--- config.mk ---
export PLATFORM = sky130hd
export DESIGN_NAME = dma_ctl
export DESIGN_NICKNAME = d
export VERILOG_FILES = /design/src/dma_ctl_pkg.sv /design/src/dma_ctl.sv
export VERILOG_INCLUDE_DIRS = /design/src
export SDC_FILE = /design/constraint.sdc
export NUM_CORES = 1
export LEC_CHECK = 0
export BUFFER_PORTS_ARGS = -buffer_cell sky130_fd_sc_hd__clkbuf_2
export CAP_MARGIN = 25
export CORE_MARGIN = 3
export CORE_UTILIZATION = 40
export DETAILED_ROUTE_END_ITERATION = 10
export GPL_TIMING_DRIVEN = 0
export HOLD_SLACK_MARGIN = 0.05
export PLACE_DENSITY = 0.69
export SLEW_MARGIN = 20
export SYNTH_ARGS = -nofsm -noshare
export SYNTH_HDL_FRONTEND = slang
export SYNTH_SLANG_ARGS = --single-unit
--- constraint.sdc ---
create_clock -name core_clk_i -period 6.5 [get_ports core_clk_i]
set_input_delay 1.3 -clock core_clk_i [delete_from_list [all_inputs] [get_ports core_clk_i]]
set_output_delay 1.3 -clock core_clk_i [all_outputs]
set_load 0.05 [all_outputs]
--- src/dma_ctl_regs.svh ---
// register offsets, field positions and the control register reset value of the dma channel control block
`ifndef DMA_CTL_REGS_SVH
`define DMA_CTL_REGS_SVH
`define CTRL_OFF   8'h00
`define ADDR_OFF   8'h04
`define CNT_OFF    8'h08
`define CH_STRIDE  8'h10
`define STATUS_OFF 8'h20
`define IRQEN_OFF  8'h24
`define IRQCLR_OFF 8'h28
`define EN_BIT     7
`define SIZE_BIT   6
`define DIR_BIT    5
`define RPT_BIT    4
`define IE_BIT     3
`define CTRL_RST   8'h00
`endif

--- src/dma_ctl_pkg.sv ---
// types shared by the dma channel control block
package dma_ctl_pkg;
	typedef enum logic [1:0] {MODE_IO, MODE_REPEAT, MODE_IDLE} mode_e;
	typedef enum logic [2:0] {
		REG_NONE, REG_CTRL, REG_ADDR, REG_CNT, REG_STATUS, REG_IRQEN, REG_IRQCLR
	} reg_id_e;
	typedef logic [7:0]  ctrl_t;
	typedef logic [23:0] addr_t;
	typedef logic [15:0] count_t;
endpackage

--- src/dma_ctl.sv ---
// dma channel pair control in short address mode, apb register slave
// How it works
// - control register clears to zero on reset and on standby entry.
// - enabled channel transfers whenever its selected source fires.
// - disabled channel ignores every request.
// - enable bit sets only after a read that saw it zero.
// - i/o and idle modes clear the enable bit when the count ends.
// - clearing the enable bit raises the end interrupt only with bit 3 set.
// - bit 6 picks byte or 16-bit word transfers.
// - bit 5 steps address up or down, by 1 for bytes, 2 for words.
// - idle mode leaves the memory address unchanged.
// - bits 4 and 3 decode i/o, repeat or idle mode.
// - channel a codes 0-3 timers, 4 serial tx, 5 serial rx, 11x none.
// - channel b codes 0 and 1 pick timer channels 0 and 1.
// - channel b codes 2 and 3 use request pin falling edge, low level.
// - a source used by an enabled channel raises no cpu interrupt.
// - i/o and idle count down by one and end at zero.
//
// Chosen here: the register offsets and the APB slave port.
`timescale 1ns/1ps
`include "dma_ctl_regs.svh"
module dma_ctl (
	// clock and reset
	input  wire logic                core_clk_i,
	input  wire logic                rst_n_i,
	// apb slave
	input  wire logic                psel_i,
	input  wire logic                penable_i,
	input  wire logic                pwrite_i,
	input  wire logic [7:0]          paddr_i,
	input  wire logic [31:0]         pwdata_i,
	output logic      [31:0]         prdata_o,
	output logic                     pready_o,
	output logic                     pslverr_o,
	// power
	input  wire logic                standby_i,
	// activation sources
	input  wire logic [3:0]          timer_match_i,
	input  wire logic                sci_tx_empty_i,
	input  wire logic                sci_rx_full_i,
	input  wire logic                ext_req_n_i,
	// source interrupts passed to the cpu
	output logic      [3:0]          timer_irq_o,
	output logic                     sci_tx_irq_o,
	output logic                     sci_rx_irq_o,
	// transfer issue, index 0 is channel a
	output logic      [1:0]          xfer_valid_o,
	output logic      [1:0]          xfer_word_o,
	output dma_ctl_pkg::addr_t       xfer_addr_o [2],
	// interrupts
	output logic      [1:0]          transfer_end_interrupt_o,
	output logic                     irq_o
);
	import dma_ctl_pkg::*;

	localparam int NCH = 2;

	ctrl_t      ctrl_q [NCH];
	addr_t      addr_q [NCH];
	count_t     cnt_q  [NCH];
	logic [1:0] armed_q;
	logic [1:0] status_q;
	logic [1:0] irq_en_q;
	logic [31:0] prdata_q;
	logic [1:0] xvalid_q;
	logic [1:0] xword_q;
	addr_t      xaddr_q [NCH];
	logic       ext_s1_q;
	logic       ext_s2_q;
	logic       ext_prev_q;
	logic [1:0] fire;
	logic [1:0] hw_end;
	logic [1:0] end_evt;
	logic [5:0] src_mask;

	function automatic reg_id_e reg_of(input logic [7:0] a);
		logic [7:0] base;
		base = (a < `STATUS_OFF) ? (a & ~`CH_STRIDE) : a;
		case (base)
			`CTRL_OFF:   reg_of = REG_CTRL;
			`ADDR_OFF:   reg_of = REG_ADDR;
			`CNT_OFF:    reg_of = REG_CNT;
			`STATUS_OFF: reg_of = REG_STATUS;
			`IRQEN_OFF:  reg_of = REG_IRQEN;
			`IRQCLR_OFF: reg_of = REG_IRQCLR;
			default:     reg_of = REG_NONE;
		endcase
	endfunction

	function automatic mode_e mode_of(input ctrl_t c);
		if (!c[`RPT_BIT]) begin
			mode_of = MODE_IO;
		end else if (c[`IE_BIT]) begin
			mode_of = MODE_IDLE;
		end else begin
			mode_of = MODE_REPEAT;
		end
	endfunction

	// internal source index 0-3 timers, 4 serial tx, 5 serial rx; 7 means none
	function automatic logic [2:0] src_of(input ctrl_t c, input int ch);
		if (ch == 0) begin
			src_of = (c[2:1] == 2'h3) ? 3'h7 : c[2:0];
		end else begin
			src_of = c[1] ? 3'h7 : {2'h0, c[0]};
		end
	endfunction

	// apb: no wait states, read data is captured in the setup cycle
	logic    acc;
	logic    wr;
	logic    rd;
	reg_id_e acc_reg;
	logic    acc_ch;
	assign acc      = psel_i & penable_i;
	assign wr       = acc & pwrite_i;
	assign rd       = acc & ~pwrite_i;
	assign acc_reg  = reg_of(paddr_i);
	assign acc_ch   = paddr_i[4];
	assign pready_o = 1'b1;
	assign pslverr_o = acc & (acc_reg == REG_NONE);
	assign prdata_o = prdata_q;

	always_ff @(posedge core_clk_i or negedge rst_n_i) begin
		if (!rst_n_i) begin
			prdata_q <= 32'h0;
		end else if (psel_i & ~penable_i & ~pwrite_i) begin
			case (acc_reg)
				REG_CTRL:   prdata_q <= {24'h0, ctrl_q[acc_ch]};
				REG_ADDR:   prdata_q <= {8'h0, addr_q[acc_ch]};
				REG_CNT:    prdata_q <= {16'h0, cnt_q[acc_ch]};
				REG_STATUS: prdata_q <= {30'h0, status_q};
				REG_IRQEN:  prdata_q <= {30'h0, irq_en_q};
				default:    prdata_q <= 32'h0;
			endcase
		end
	end

	// request pin is asynchronous, so it is synchronised before the edge detector
	always_ff @(posedge core_clk_i or negedge rst_n_i) begin
		if (!rst_n_i) begin
			ext_s1_q   <= 1'b1;
			ext_s2_q   <= 1'b1;
			ext_prev_q <= 1'b1;
		end else begin
			ext_s1_q   <= ext_req_n_i;
			ext_s2_q   <= ext_s1_q;
			ext_prev_q <= ext_s2_q;
		end
	end

	genvar c;
	for (c = 0; c < NCH; c++) begin : g_ch
		logic   hit;
		logic   sel;
		mode_e  mode;
		addr_t  step;
		logic [7:0] hi_dec;

		assign sel  = wr & (acc_ch == 1'(c));
		assign mode = mode_of(ctrl_q[c]);
		assign step = ctrl_q[c][`SIZE_BIT] ? 24'h2 : 24'h1;
		assign hi_dec = cnt_q[c][15:8] - 8'h1;

		always_comb begin
			hit = 1'b0;
			if (c == 0) begin
				case (ctrl_q[c][2:0])
					3'h0, 3'h1, 3'h2, 3'h3: hit = timer_match_i[ctrl_q[c][1:0]];
					3'h4:    hit = sci_tx_empty_i;
					3'h5:    hit = sci_rx_full_i;
					default: hit = 1'b0;
				endcase
			end else begin
				case (ctrl_q[c][1:0])
					2'h0: hit = timer_match_i[0];
					2'h1: hit = timer_match_i[1];
					2'h2: hit = ext_prev_q & ~ext_s2_q;
					2'h3: hit = ~ext_s2_q;
				endcase
			end
		end

		assign fire[c]    = ctrl_q[c][`EN_BIT] & hit;
		assign hw_end[c]  = fire[c] & (mode != MODE_REPEAT) & (cnt_q[c] == 16'h1);
		assign end_evt[c] = hw_end[c] & ctrl_q[c][`IE_BIT];

		always_ff @(posedge core_clk_i or negedge rst_n_i) begin
			if (!rst_n_i) begin
				ctrl_q[c] <= `CTRL_RST;
			end else if (standby_i) begin
				ctrl_q[c] <= `CTRL_RST;
			end else begin
				if (sel & (acc_reg == REG_CTRL)) begin
					// a one only lands if already set or armed by a read
					ctrl_q[c] <= {pwdata_i[7] & (ctrl_q[c][7] | armed_q[c]),
						pwdata_i[6:0]};
				end
				if (hw_end[c]) begin
					ctrl_q[c][`EN_BIT] <= 1'b0;
				end
			end
		end

		always_ff @(posedge core_clk_i or negedge rst_n_i) begin
			if (!rst_n_i) begin
				armed_q[c] <= 1'b0;
			end else if (standby_i | (sel & (acc_reg == REG_CTRL))) begin
				armed_q[c] <= 1'b0;
			end else if (rd & (acc_ch == 1'(c)) & (acc_reg == REG_CTRL)
					& ~ctrl_q[c][`EN_BIT]) begin
				armed_q[c] <= 1'b1;
			end
		end

		// the transfer update wins over a software write in the same cycle
		always_ff @(posedge core_clk_i or negedge rst_n_i) begin
			if (!rst_n_i) begin
				addr_q[c] <= 24'h0;
			end else if (fire[c]) begin
				if (mode != MODE_IDLE) begin
					addr_q[c] <= ctrl_q[c][`DIR_BIT] ? addr_q[c] - step
						: addr_q[c] + step;
				end
			end else if (sel & (acc_reg == REG_ADDR)) begin
				addr_q[c] <= pwdata_i[23:0];
			end
		end

		always_ff @(posedge core_clk_i or negedge rst_n_i) begin
			if (!rst_n_i) begin
				cnt_q[c] <= 16'h0;
			end else if (fire[c]) begin
				if (mode != MODE_REPEAT) begin
					cnt_q[c] <= cnt_q[c] - 16'h1;
				end else if (hi_dec == 8'h0) begin
					cnt_q[c][15:8] <= cnt_q[c][7:0];
				end else begin
					cnt_q[c][15:8] <= hi_dec;
				end
			end else if (sel & (acc_reg == REG_CNT)) begin
				cnt_q[c] <= pwdata_i[15:0];
			end
		end

		always_ff @(posedge core_clk_i or negedge rst_n_i) begin
			if (!rst_n_i) begin
				xvalid_q[c] <= 1'b0;
				xword_q[c]  <= 1'b0;
				xaddr_q[c]  <= 24'h0;
			end else begin
				xvalid_q[c] <= fire[c];
				if (fire[c]) begin
					xword_q[c] <= ctrl_q[c][`SIZE_BIT];
					xaddr_q[c] <= addr_q[c];
				end
			end
		end

		assign xfer_addr_o[c] = xaddr_q[c];

		fire_en_a: assert property (@(posedge core_clk_i) disable iff (!rst_n_i)
			xfer_valid_o[c] |-> $past(ctrl_q[c][`EN_BIT]))
			else $error("transfer issued while disabled");
		off_quiet_a: assert property (@(posedge core_clk_i) disable iff (!rst_n_i)
			!ctrl_q[c][`EN_BIT] |=> !xfer_valid_o[c])
			else $error("disabled channel transferred");
		arm_gate_a: assert property (@(posedge core_clk_i) disable iff (!rst_n_i)
			sel && acc_reg == REG_CTRL && pwdata_i[7] && !ctrl_q[c][7] && !armed_q[c]
			|=> !ctrl_q[c][`EN_BIT])
			else $error("enable set without prior read");
		end_clr_a: assert property (@(posedge core_clk_i) disable iff (!rst_n_i)
			hw_end[c] |=> !ctrl_q[c][`EN_BIT])
			else $error("enable not cleared at end");
		end_irq_a: assert property (@(posedge core_clk_i) disable iff (!rst_n_i)
			$rose(status_q[c]) |-> $past(ctrl_q[c][`IE_BIT]) && $past(hw_end[c]))
			else $error("end interrupt without enable");
		word_size_a: assert property (@(posedge core_clk_i) disable iff (!rst_n_i)
			xfer_valid_o[c] |-> xfer_word_o[c] == $past(ctrl_q[c][`SIZE_BIT]))
			else $error("transfer size wrong");
		addr_step_a: assert property (@(posedge core_clk_i) disable iff (!rst_n_i)
			fire[c] && mode != MODE_IDLE && !ctrl_q[c][`DIR_BIT] |=>
			24'(addr_q[c] - $past(addr_q[c])) == ($past(ctrl_q[c][6]) ? 24'h2 : 24'h1))
			else $error("address step wrong");
		idle_hold_a: assert property (@(posedge core_clk_i) disable iff (!rst_n_i)
			fire[c] && mode == MODE_IDLE |=> $stable(addr_q[c]))
			else $error("idle mode moved address");
		count_dec_a: assert property (@(posedge core_clk_i) disable iff (!rst_n_i)
			fire[c] && mode != MODE_REPEAT |=> cnt_q[c] == 16'($past(cnt_q[c]) - 16'h1))
			else $error("count did not decrement");
		hw_wins_a: assert property (@(posedge core_clk_i) disable iff (!rst_n_i)
			hw_end[c] && sel && acc_reg == REG_CTRL |=> !ctrl_q[c][`EN_BIT])
			else $error("software write beat hardware clear");
	end

	always_ff @(posedge core_clk_i or negedge rst_n_i) begin
		if (!rst_n_i) begin
			irq_en_q <= 2'h0;
		end else if (wr & (acc_reg == REG_IRQEN)) begin
			irq_en_q <= pwdata_i[1:0];
		end
	end

	// a new end event wins over a clear in the same cycle
	always_ff @(posedge core_clk_i or negedge rst_n_i) begin
		if (!rst_n_i) begin
			status_q <= 2'h0;
		end else begin
			status_q <= (status_q & ~((wr & (acc_reg == REG_IRQCLR)) ? pwdata_i[1:0] : 2'h0))
				| end_evt;
		end
	end

	always_comb begin
		src_mask = 6'h0;
		for (int k = 0; k < NCH; k++) begin
			if (ctrl_q[k][`EN_BIT] && src_of(ctrl_q[k], k) != 3'h7) begin
				src_mask[src_of(ctrl_q[k], k)] = 1'b1;
			end
		end
	end

	assign timer_irq_o  = timer_match_i & ~src_mask[3:0];
	assign sci_tx_irq_o = sci_tx_empty_i & ~src_mask[4];
	assign sci_rx_irq_o = sci_rx_full_i & ~src_mask[5];
	assign xfer_valid_o = xvalid_q;
	assign xfer_word_o  = xword_q;
	assign transfer_end_interrupt_o = status_q;
	assign irq_o = |(status_q & irq_en_q);

	ctrl_rst_a: assert property (@(posedge core_clk_i) disable iff (!rst_n_i)
		standby_i |=> ctrl_q[0] == 8'h0 && ctrl_q[1] == 8'h0)
		else $error("standby did not clear control");
	mode_dec_a: assert property (@(posedge core_clk_i) disable iff (!rst_n_i)
		ctrl_q[0][4:3] == 2'h3 |-> g_ch[0].mode == MODE_IDLE)
		else $error("idle mode not decoded");
	sci_src_a: assert property (@(posedge core_clk_i) disable iff (!rst_n_i)
		ctrl_q[0][7] && ctrl_q[0][2:0] == 3'h4 && sci_tx_empty_i |=> xfer_valid_o[0])
		else $error("serial tx source missed");
	tmr1_src_a: assert property (@(posedge core_clk_i) disable iff (!rst_n_i)
		ctrl_q[1][7] && ctrl_q[1][1:0] == 2'h1 && timer_match_i[1] |=> xfer_valid_o[1])
		else $error("timer 1 source missed");
	ext_low_a: assert property (@(posedge core_clk_i) disable iff (!rst_n_i)
		ctrl_q[1][7] && ctrl_q[1][1:0] == 2'h3 && !ext_s2_q |=> xfer_valid_o[1])
		else $error("low request level missed");
	src_mask_a: assert property (@(posedge core_clk_i) disable iff (!rst_n_i)
		ctrl_q[0][7] && ctrl_q[0][2:0] == 3'h4 |-> !sci_tx_irq_o)
		else $error("claimed source reached cpu");
endmodule

==> results of run 1 <==
## layer usage
metal | GRT usage [%] | vias up
li1 | - | 5250
met3 | 5.419 | 84
met4 | 9.007 | 0
met5 | 0 | -
met2 | 36.60 | 563
met1 | 35.18 | 5380
## critical path, cell delays in order
cell      delay [ns]
clkbuf_2        0.12
clkbuf_1        0.49
a21oi_1         0.21
a21oi_1         0.18
clkbuf_2        0.30
## cell families after synthesis
kind of cell | count (synthesis) | share of synthesized area (%)
AND/OR/NAND/NOR | 565 | 21.20
other | 2 | 0.06474
AO/OA/AOI/OAI | 365 | 19.60
flip-flops | 181 | 39.08
adder cells (fa/ha/maj) | 56 | 6.170
multiplexers | 67 | 5.986
buffers and inverters | 110 | 4.131
XOR/XNOR | 50 | 3.775
## layout make-up
class / instances / share of cell area (%)
multi-input combinational: 1112 / 49.37
sequential: 181 / 33.83
timing repair buffer: 131 / 5.370
clock buffer: 22 / 3.614
tap: 378 / 3.530
buffer: 81 / 2.764
inverter: 29 / 0.8125
clock inverter: 10 / 0.7098
## worst max-delay path by stage
stage	from	endpoint	slack (ns)	depth (start not counted)
after floorplan	paddr_i[4]	pslverr_o	2.74	3
after global placement	rst_n_i	xfer_valid_o[0]$_DFF_PN0_	0.65	1
after detailed placement	timer_match_i[0]	xfer_addr_o[2]$_DFFE_PN0P_	2.45	8
after CTS	ctrl_q[5]$_DFFE_PN0N_	addr_q[23]$_DFFE_PN0P_	2.61	11
after global routing	paddr_i[4]	pslverr_o	2.54	5
final	paddr_i[4]	pslverr_o	2.59	5
## power by group through the flow
stage / clock [mW] / sequential (mW) / combinational (mW)
4_1_cts: 1.06 / 1.15 / 0.192
6_report: 1.05 / 1.15 / 0.194
3_3_place_gp: 0 / 1.18 / 0.184
5_1_grt: 1.11 / 1.15 / 0.213
2_1_floorplan: 0 / 1.17 / 0.110
3_5_place_dp: 0 / 1.18 / 0.192
## flip-flops by register name, indices dropped and copies added (netlist names)
register,cells
addr_q,48
armed_q,2
cnt_q,32
ctrl_q,16
ext_prev_q,1
ext_s1_q,1
ext_s2_q,1
irq_en_q,2
prdata_o,24
transfer_end_interrupt_o,2
xfer_addr_o,48
xfer_valid_o,2
xfer_word_o,2
## synthesized netlist by cell type, types with 4 or more instances
cell type	number	area, um2
o21ai_0	82	410.4
nand3_1	29	145.1
a211oi_1	9	67.56
nor2_1	100	375.4
buf_2	16	80.08
a22o_1	20	175.2
inv_1	27	101.4
o31ai_1	14	105.1
nand4_1	10	62.56
dfrtp_1	178	4454
a31oi_1	35	219.0
o21ai_1	5	25.02
a21oi_1	102	510.5
nand2_1	315	1182
nand2b_1	12	75.07
nor4_1	6	37.54
mux2i_1	57	570.6
o21a_1	5	37.54
xor2_1	19	166.4
nor3_1	33	165.2
a21o_1	27	202.7
mux2_2	9	101.4
buf_4	10	75.07
and3_1	13	81.33
o211ai_1	12	90.09
ha_1	54	675.7
and2_1	8	50.05
or3_1	9	56.30
xnor2_1	31	271.5
a221oi_1	4	35.03
a311oi_1	5	43.79
nor2b_1	10	62.56
clkbuf_1	46	172.7
o22ai_1	17	106.4
buf_1	7	26.28
==> impl_metrics.json, run 1 <==
{
  "hold_buffers": 0,
  "p_leak_nw": 6.610,
  "stdcell_count": 1944,
  "clockBufferDepth": 2,
  "antenna_found_initial": 0,
  "ys_ff_latch": 181,
  "clock-sinks": 181,
  "fin_tns_setup_ns": 0,
  "dr.pass1.iters": 6,
  "netSwitchingFraction_pct": 26.22,
  "end_kind": "primary output",
  "numCtsBuffers": 17,
  "place_congestion": 0.9450,
  "outcome": "finished clean",
  "core_mm2": 0.02816,
  "r2r_start": "ctrl_q[13]$_DFFE_PN0N_",
  "crit_fanout": 10,
  "final_util_pct": 47.57,
  "whs_endpoint": "ext_s2_q$_DFF_PN1_",
  "drt-met1-wl_mm": 16.53,
  "drt_iter0_drc": 992,
  "combPwrFrac_pct": 8.1,
  "p_per_area_mw_per_mm2": 179.2,
  "avgRoutedWirePerCell_um": 19.66,
  "avgViaCountPerCell": 5.801,
  "start_util_pct": 41.19,
  "ir_drop_uv": 152.9,
  "maxCapViolCount": 0,
  "finalPower_mw": 2.401,
  "synth_edf_count": 0,
  "p_clk_share_pct": 43.9,
  "ys.flop_type": "dfrtp_1",
  "die_y_um": 176.3,
  "path_clk_slew_ns": 0.07,
  "netlist_instances": 1396,
  "whs_ns": 0.3568,
  "final_nets": 1662,
  "critPathRequiredTime_ns": 5.20,
  "cts_root_buf": "clkbuf_16",
  "grt_usage_pct": 24.61,
  "worstRegToRegCells": 11,
  "top_layer": "met4",
  "async_flop_share_pct": 100.0,
  "synth_cell_types": 72,
  "grt_pass1_vias": 10800,
  "syn2layout_area_growth_pct": 15.50,
  "dp_cells": 1911,
  "min_path_cells": 0,
  "grt-ovfl-total": 0,
  "ff_latch_area_mm2": 0.004533,
  "r2r_slack_ns": 2.87,
  "grt_first_pass_wirelength_mm": 59.91,
  "seq_area_frac_synth_pct": 39.08,
  "fin_skew_ns": 0.01255,
  "rsz0062_at_grt": "false",
  "place_area_mm2": 0.01280,
  "multi_input_area_mm2": 0.006614,
  "p_int_mw": 1.771,
  "synth_area_per_cell_um2": 8.309,
  "hold_path_class": "reg2reg",
  "worst_pin_slew_ns": 1.041,
  "port_buffers": 128,
  "crit_arrival_ns": 2.61,
  "post_cts_buffers": 0,
  "finalSetupViolCount": 0,
  "worst-setup-path-type": "in2out",
  "cts_resized": 0,
  "num_io_pins": 148,
  "worstReg2RegEnd": "addr_q[47]$_DFFE_PN0P_",
  "dr_wl_met3_mm": 3.812,
  "cp-start-kind": "primary input",
  "final_cell_mix": "315 x nand2_1, 178 x dfrtp_1, 128 x clkbuf_2",
  "clk_latency_ns": 0.45,
  "die_w_um": 176.3,
  "switchingPower_mw": 0.6296,
  "vias": 11280,
  "hold_viol_final": 0,
  "design_area_mm2": 0.01340,
  "cts_max_level": 4,
  "grt_max_degree": 91,
  "dieArea_mm2": 0.03108,
  "dpl.hpwl_mm": 28.84,
  "fin_crit_sh_pct": 60.15,
  "yosysWarningCount": 0,
  "wl_met2_mm": 16.51,
  "slew_viol_final": 0,
  "layout_commonest_cell": "nand2_1",
  "n_antenna_cell": 0,
  "routed_wl_mm": 38.22,
  "drive_gt1_share_pct": 14.11,
  "place_ws_ns": 2.450,
  "worst_slack_ns": 2.591,
  "rows": 61,
  "slew_headroom_pct": 30.61,
  "sequentialPowerShare_pct": 48.1,
  "syn-cell-area_mm2": 0.01160,
  "drc": 0,
  "worstHoldStart": "ext_s1_q$_DFF_PN1_",
  "cts_tree": "built",
  "max_freq_mhz": 255.8,
  "fillers": 2801,
  "detail-route-antenna-nets": 0,
  "fin_crit_ns": 3.909
}
No activity file was read; power rests on OpenSTA's default activity.
==> run 2: changes to the inputs <==
Settings changed: ABC_AREA set to 1, PLACE_DENSITY 0.69 to 0.68.
Clock period 6.5 ns to 3.85 ns, I/O delays scaled along.
==> impl_metrics.json, run 2 <==
{
  "ys.flop_type": "dfrtp_1",
  "worst-setup-path-type": "reg2reg",
  "start_util_pct": 41.03,
  "netlist.area_leader.share_pct": 35.13,
  "yosys.area.top_type": "dfrtp_1",
  "maxCapViolCount": 0,
  "clockBufferDepth": 2,
  "cp_top_family": "simple AND/OR/NAND/NOR gates",
  "crit_start": "ctrl_q[13]$_DFFE_PN0N_",
  "r2r_start": "ctrl_q[13]$_DFFE_PN0N_",
  "numCtsBuffers": 17,
  "path_cells": "inv_1 -> nor2_1 -> fa_1 -> nand3_1 -> nand2_1 -> nand2_1 -> nand2_1 -> a21oi_1 -> or2_2 -> nand3_1 -> nand2_1 -> nand2_1 -> o21ai_1",
  "rsz0062_at_grt": "false",
  "post_cts_buffers": 0,
  "sequentialPowerShare_pct": 38.0,
  "hold_path_class": "in2async",
  "synth.area.top_cells": "dfrtp_1 35%, nand2_1 16%, o21ai_0 7.3%",
  "whs_ns": 0.2178,
  "place_area_mm2": 0.01391,
  "critPathRequiredTime_ns": 4.19,
  "syn2layout_area_growth_pct": 14.61,
  "rows": 64,
  "cts_max_level": 4,
  "p_per_area_mw_per_mm2": 432.7,
  "worst_slack_ns": 0.7006,
  "drt_iter0_drc": 1219,
  "synth_top_cells_by_count": "536 x nand2_1, 187 x nor2_1, 184 x o21ai_0",
  "layout_commonest_cell": "nand2_1",
  "cts_tree": "built",
  "design_area_mm2": 0.01453,
  "netlist_instances": 1848,
  "grt-ovfl-total": 0,
  "ir_drop_uv": 324.5,
  "path_clk_slew_ns": 0.08,
  "p_clk_share_pct": 29.7,
  "avgViaCountPerCell": 5.480,
  "port_buffers": 129,
  "num_io_pins": 148,
  "netSwitchingFraction_pct": 40.88,
  "drive_gt1_share_pct": 13.97,
  "hold_viol_final": 0,
  "cp-start-kind": "register",
  "ys_ff_latch": 181,
  "avgRoutedWirePerCell_um": 18.01,
  "final_nets": 2114,
  "syn-cell-area_mm2": 0.01268,
  "critPathMaxStageDelay_ns": 1.02,
  "fin_crit_sh_pct": 81.80,
  "synth_cell_types": 55,
  "die_y_um": 184.1,
  "place_congestion": 0.9883,
  "finalSetupViolCount": 0,
  "crit_fanout": 24,
  "crit_buf_inv": 1,
  "synth_area_per_cell_um2": 6.862,
  "worst_pin_slew_ns": 1.038,
  "dr.pass1.iters": 5,
  "max_freq_mhz": 317.5,
  "fin_crit_ns": 3.149,
  "crit_path_frequent_cell": "nand2_1",
  "seq_area_frac_synth_pct": 35.75,
  "p_int_mw": 3.718,
  "antenna_found_initial": 1,
  "clk_latency_ns": 0.45,
  "yosysWarningCount": 0,
  "slew_headroom_pct": 30.80,
  "worstRegToRegCells": 13,
  "path_depth": 13,
  "routed_wl_mm": 43.53,
  "grt_pass1_vias": 12460,
  "slowest_stage": "dfrtp_1",
  "core_mm2": 0.03091,
  "grt_first_pass_wirelength_mm": 67.75,
  "synth_edf_count": 0,
  "yosysMostFrequentCell": "nand2_1",
  "detail-route-antenna-nets": 0,
  "cts_root_buf": "clkbuf_16",
  "clock-sinks": 181,
  "finalPower_mw": 6.289,
  "p_leak_nw": 7.339,
  "outcome": "finished clean",
  "die_w_um": 184.1,
  "fillers": 3138,
  "slew_viol_final": 0,
  "drc": 0,
  "end_kind": "register",
  "crit_arrival_ns": 3.49,
  "async_flop_share_pct": 100.0,
  "cts_resized": 0,
  "fin_skew_ns": 0.01427,
  "dieArea_mm2": 0.03387,
  "combPwrFrac_pct": 32.3,
  "hold_buffers": 0,
  "vias": 13240,
  "switchingPower_mw": 2.571,
  "grt_max_degree": 79,
  "grt_usage_pct": 25.66,
  "final_cell_mix": "536 x nand2_1, 187 x nor2_1, 184 x o21ai_0",
  "dpl.hpwl_mm": 34.77,
  "place_ws_ns": 0.7613
}
[run 2: per-stage QoR]
step,utilization [%],cells,TNS [ns]
after detailed placement,45.01,2382,0
final,47.02,2417,0
after CTS,47.00,2414,0
after global placement,44.80,2380,-266.76
after floorplan,-,1855,0
after global routing,47.00,2414,0
[run 2: power by group through the flow]
stage / combinational, mW / clock (mW) / sequential, mW
global route: 2.27 / 1.97 / 2.41
detailed placement: 2.00 / 0 / 2.41
floorplan: 1.24 / 0 / 2.55
global placement: 1.96 / 0 / 2.41
finish: 2.03 / 1.87 / 2.39
CTS: 2.01 / 1.89 / 2.38
[run 2: kinds of logic (layout without fill, tap and decap cells)]
family	after synthesis	count (layout)	share of synthesized area (%)
other	2	12	0.05922
adders and majority gates	56	56	5.644
and+or+nand+nor	906	906	29.75
buffers and inverters	270	433	9.403
AOI/OAI and AO/OA	408	408	17.67
DFF	181	181	35.75
xor gates and xnor gates	25	25	1.727
[run 2: path summary, 6_finish.rpt]
kind | to | slack [ns]
setup / recovery | addr_q[34]$_DFFE_PN0P_ | 0.70
hold / removal | addr_q[0]$_DFFE_PN0P_ | 0.22
setup reg to reg | addr_q[34]$_DFFE_PN0P_ | 0.70
hold reg to reg | ext_s2_q$_DFF_PN1_ | 0.36
max in group asynchronous | xfer_addr_o[45]$_DFFE_PN0P_ | 2.95
min in group core_clk_i | ext_s2_q$_DFF_PN1_ | 0.36
[run 2: final cells by class]
cell class                      count  area (um2)  share of cell area, %
Antenna cell                        3       7.507                0.05165
Buffer                             71       441.7                  3.039
Clock buffer                       17       425.4                  2.927
Clock inverter                     15       188.9                  1.300
Inverter                          199       750.7                  5.165
Multi-Input combinational cell   1404        6982                  48.04
Sequential cell                   181        4533                  31.19
Tap cell                          396       495.5                  3.409
Timing Repair Buffer              131       709.4                  4.881
[run 2: metal layers]
layer / part of all wire [%] / wire length, um / GRT usage (%)
met1: 44 / 19130 / 34.77
met3: 6.4 / 2789 / 4.294
met5: 0 / 0 / 0
met2: 45 / 19520 / 39.65
met4: 4.8 / 2098 / 13.12
[run 2: worst reg2reg max path, stage by stage (launching register included)]
cell and delay [ns]:
dfrtp_1 1.02, inv_1 0.13, nor2_1 0.33, fa_1 0.38
nand3_1 0.10, nand2_1 0.18, nand2_1 0.07, nand2_1 0.16
a21oi_1 0.15, or2_2 0.30, nand3_1 0.08, nand2_1 0.05
nand2_1 0.05, o21ai_1 0.05
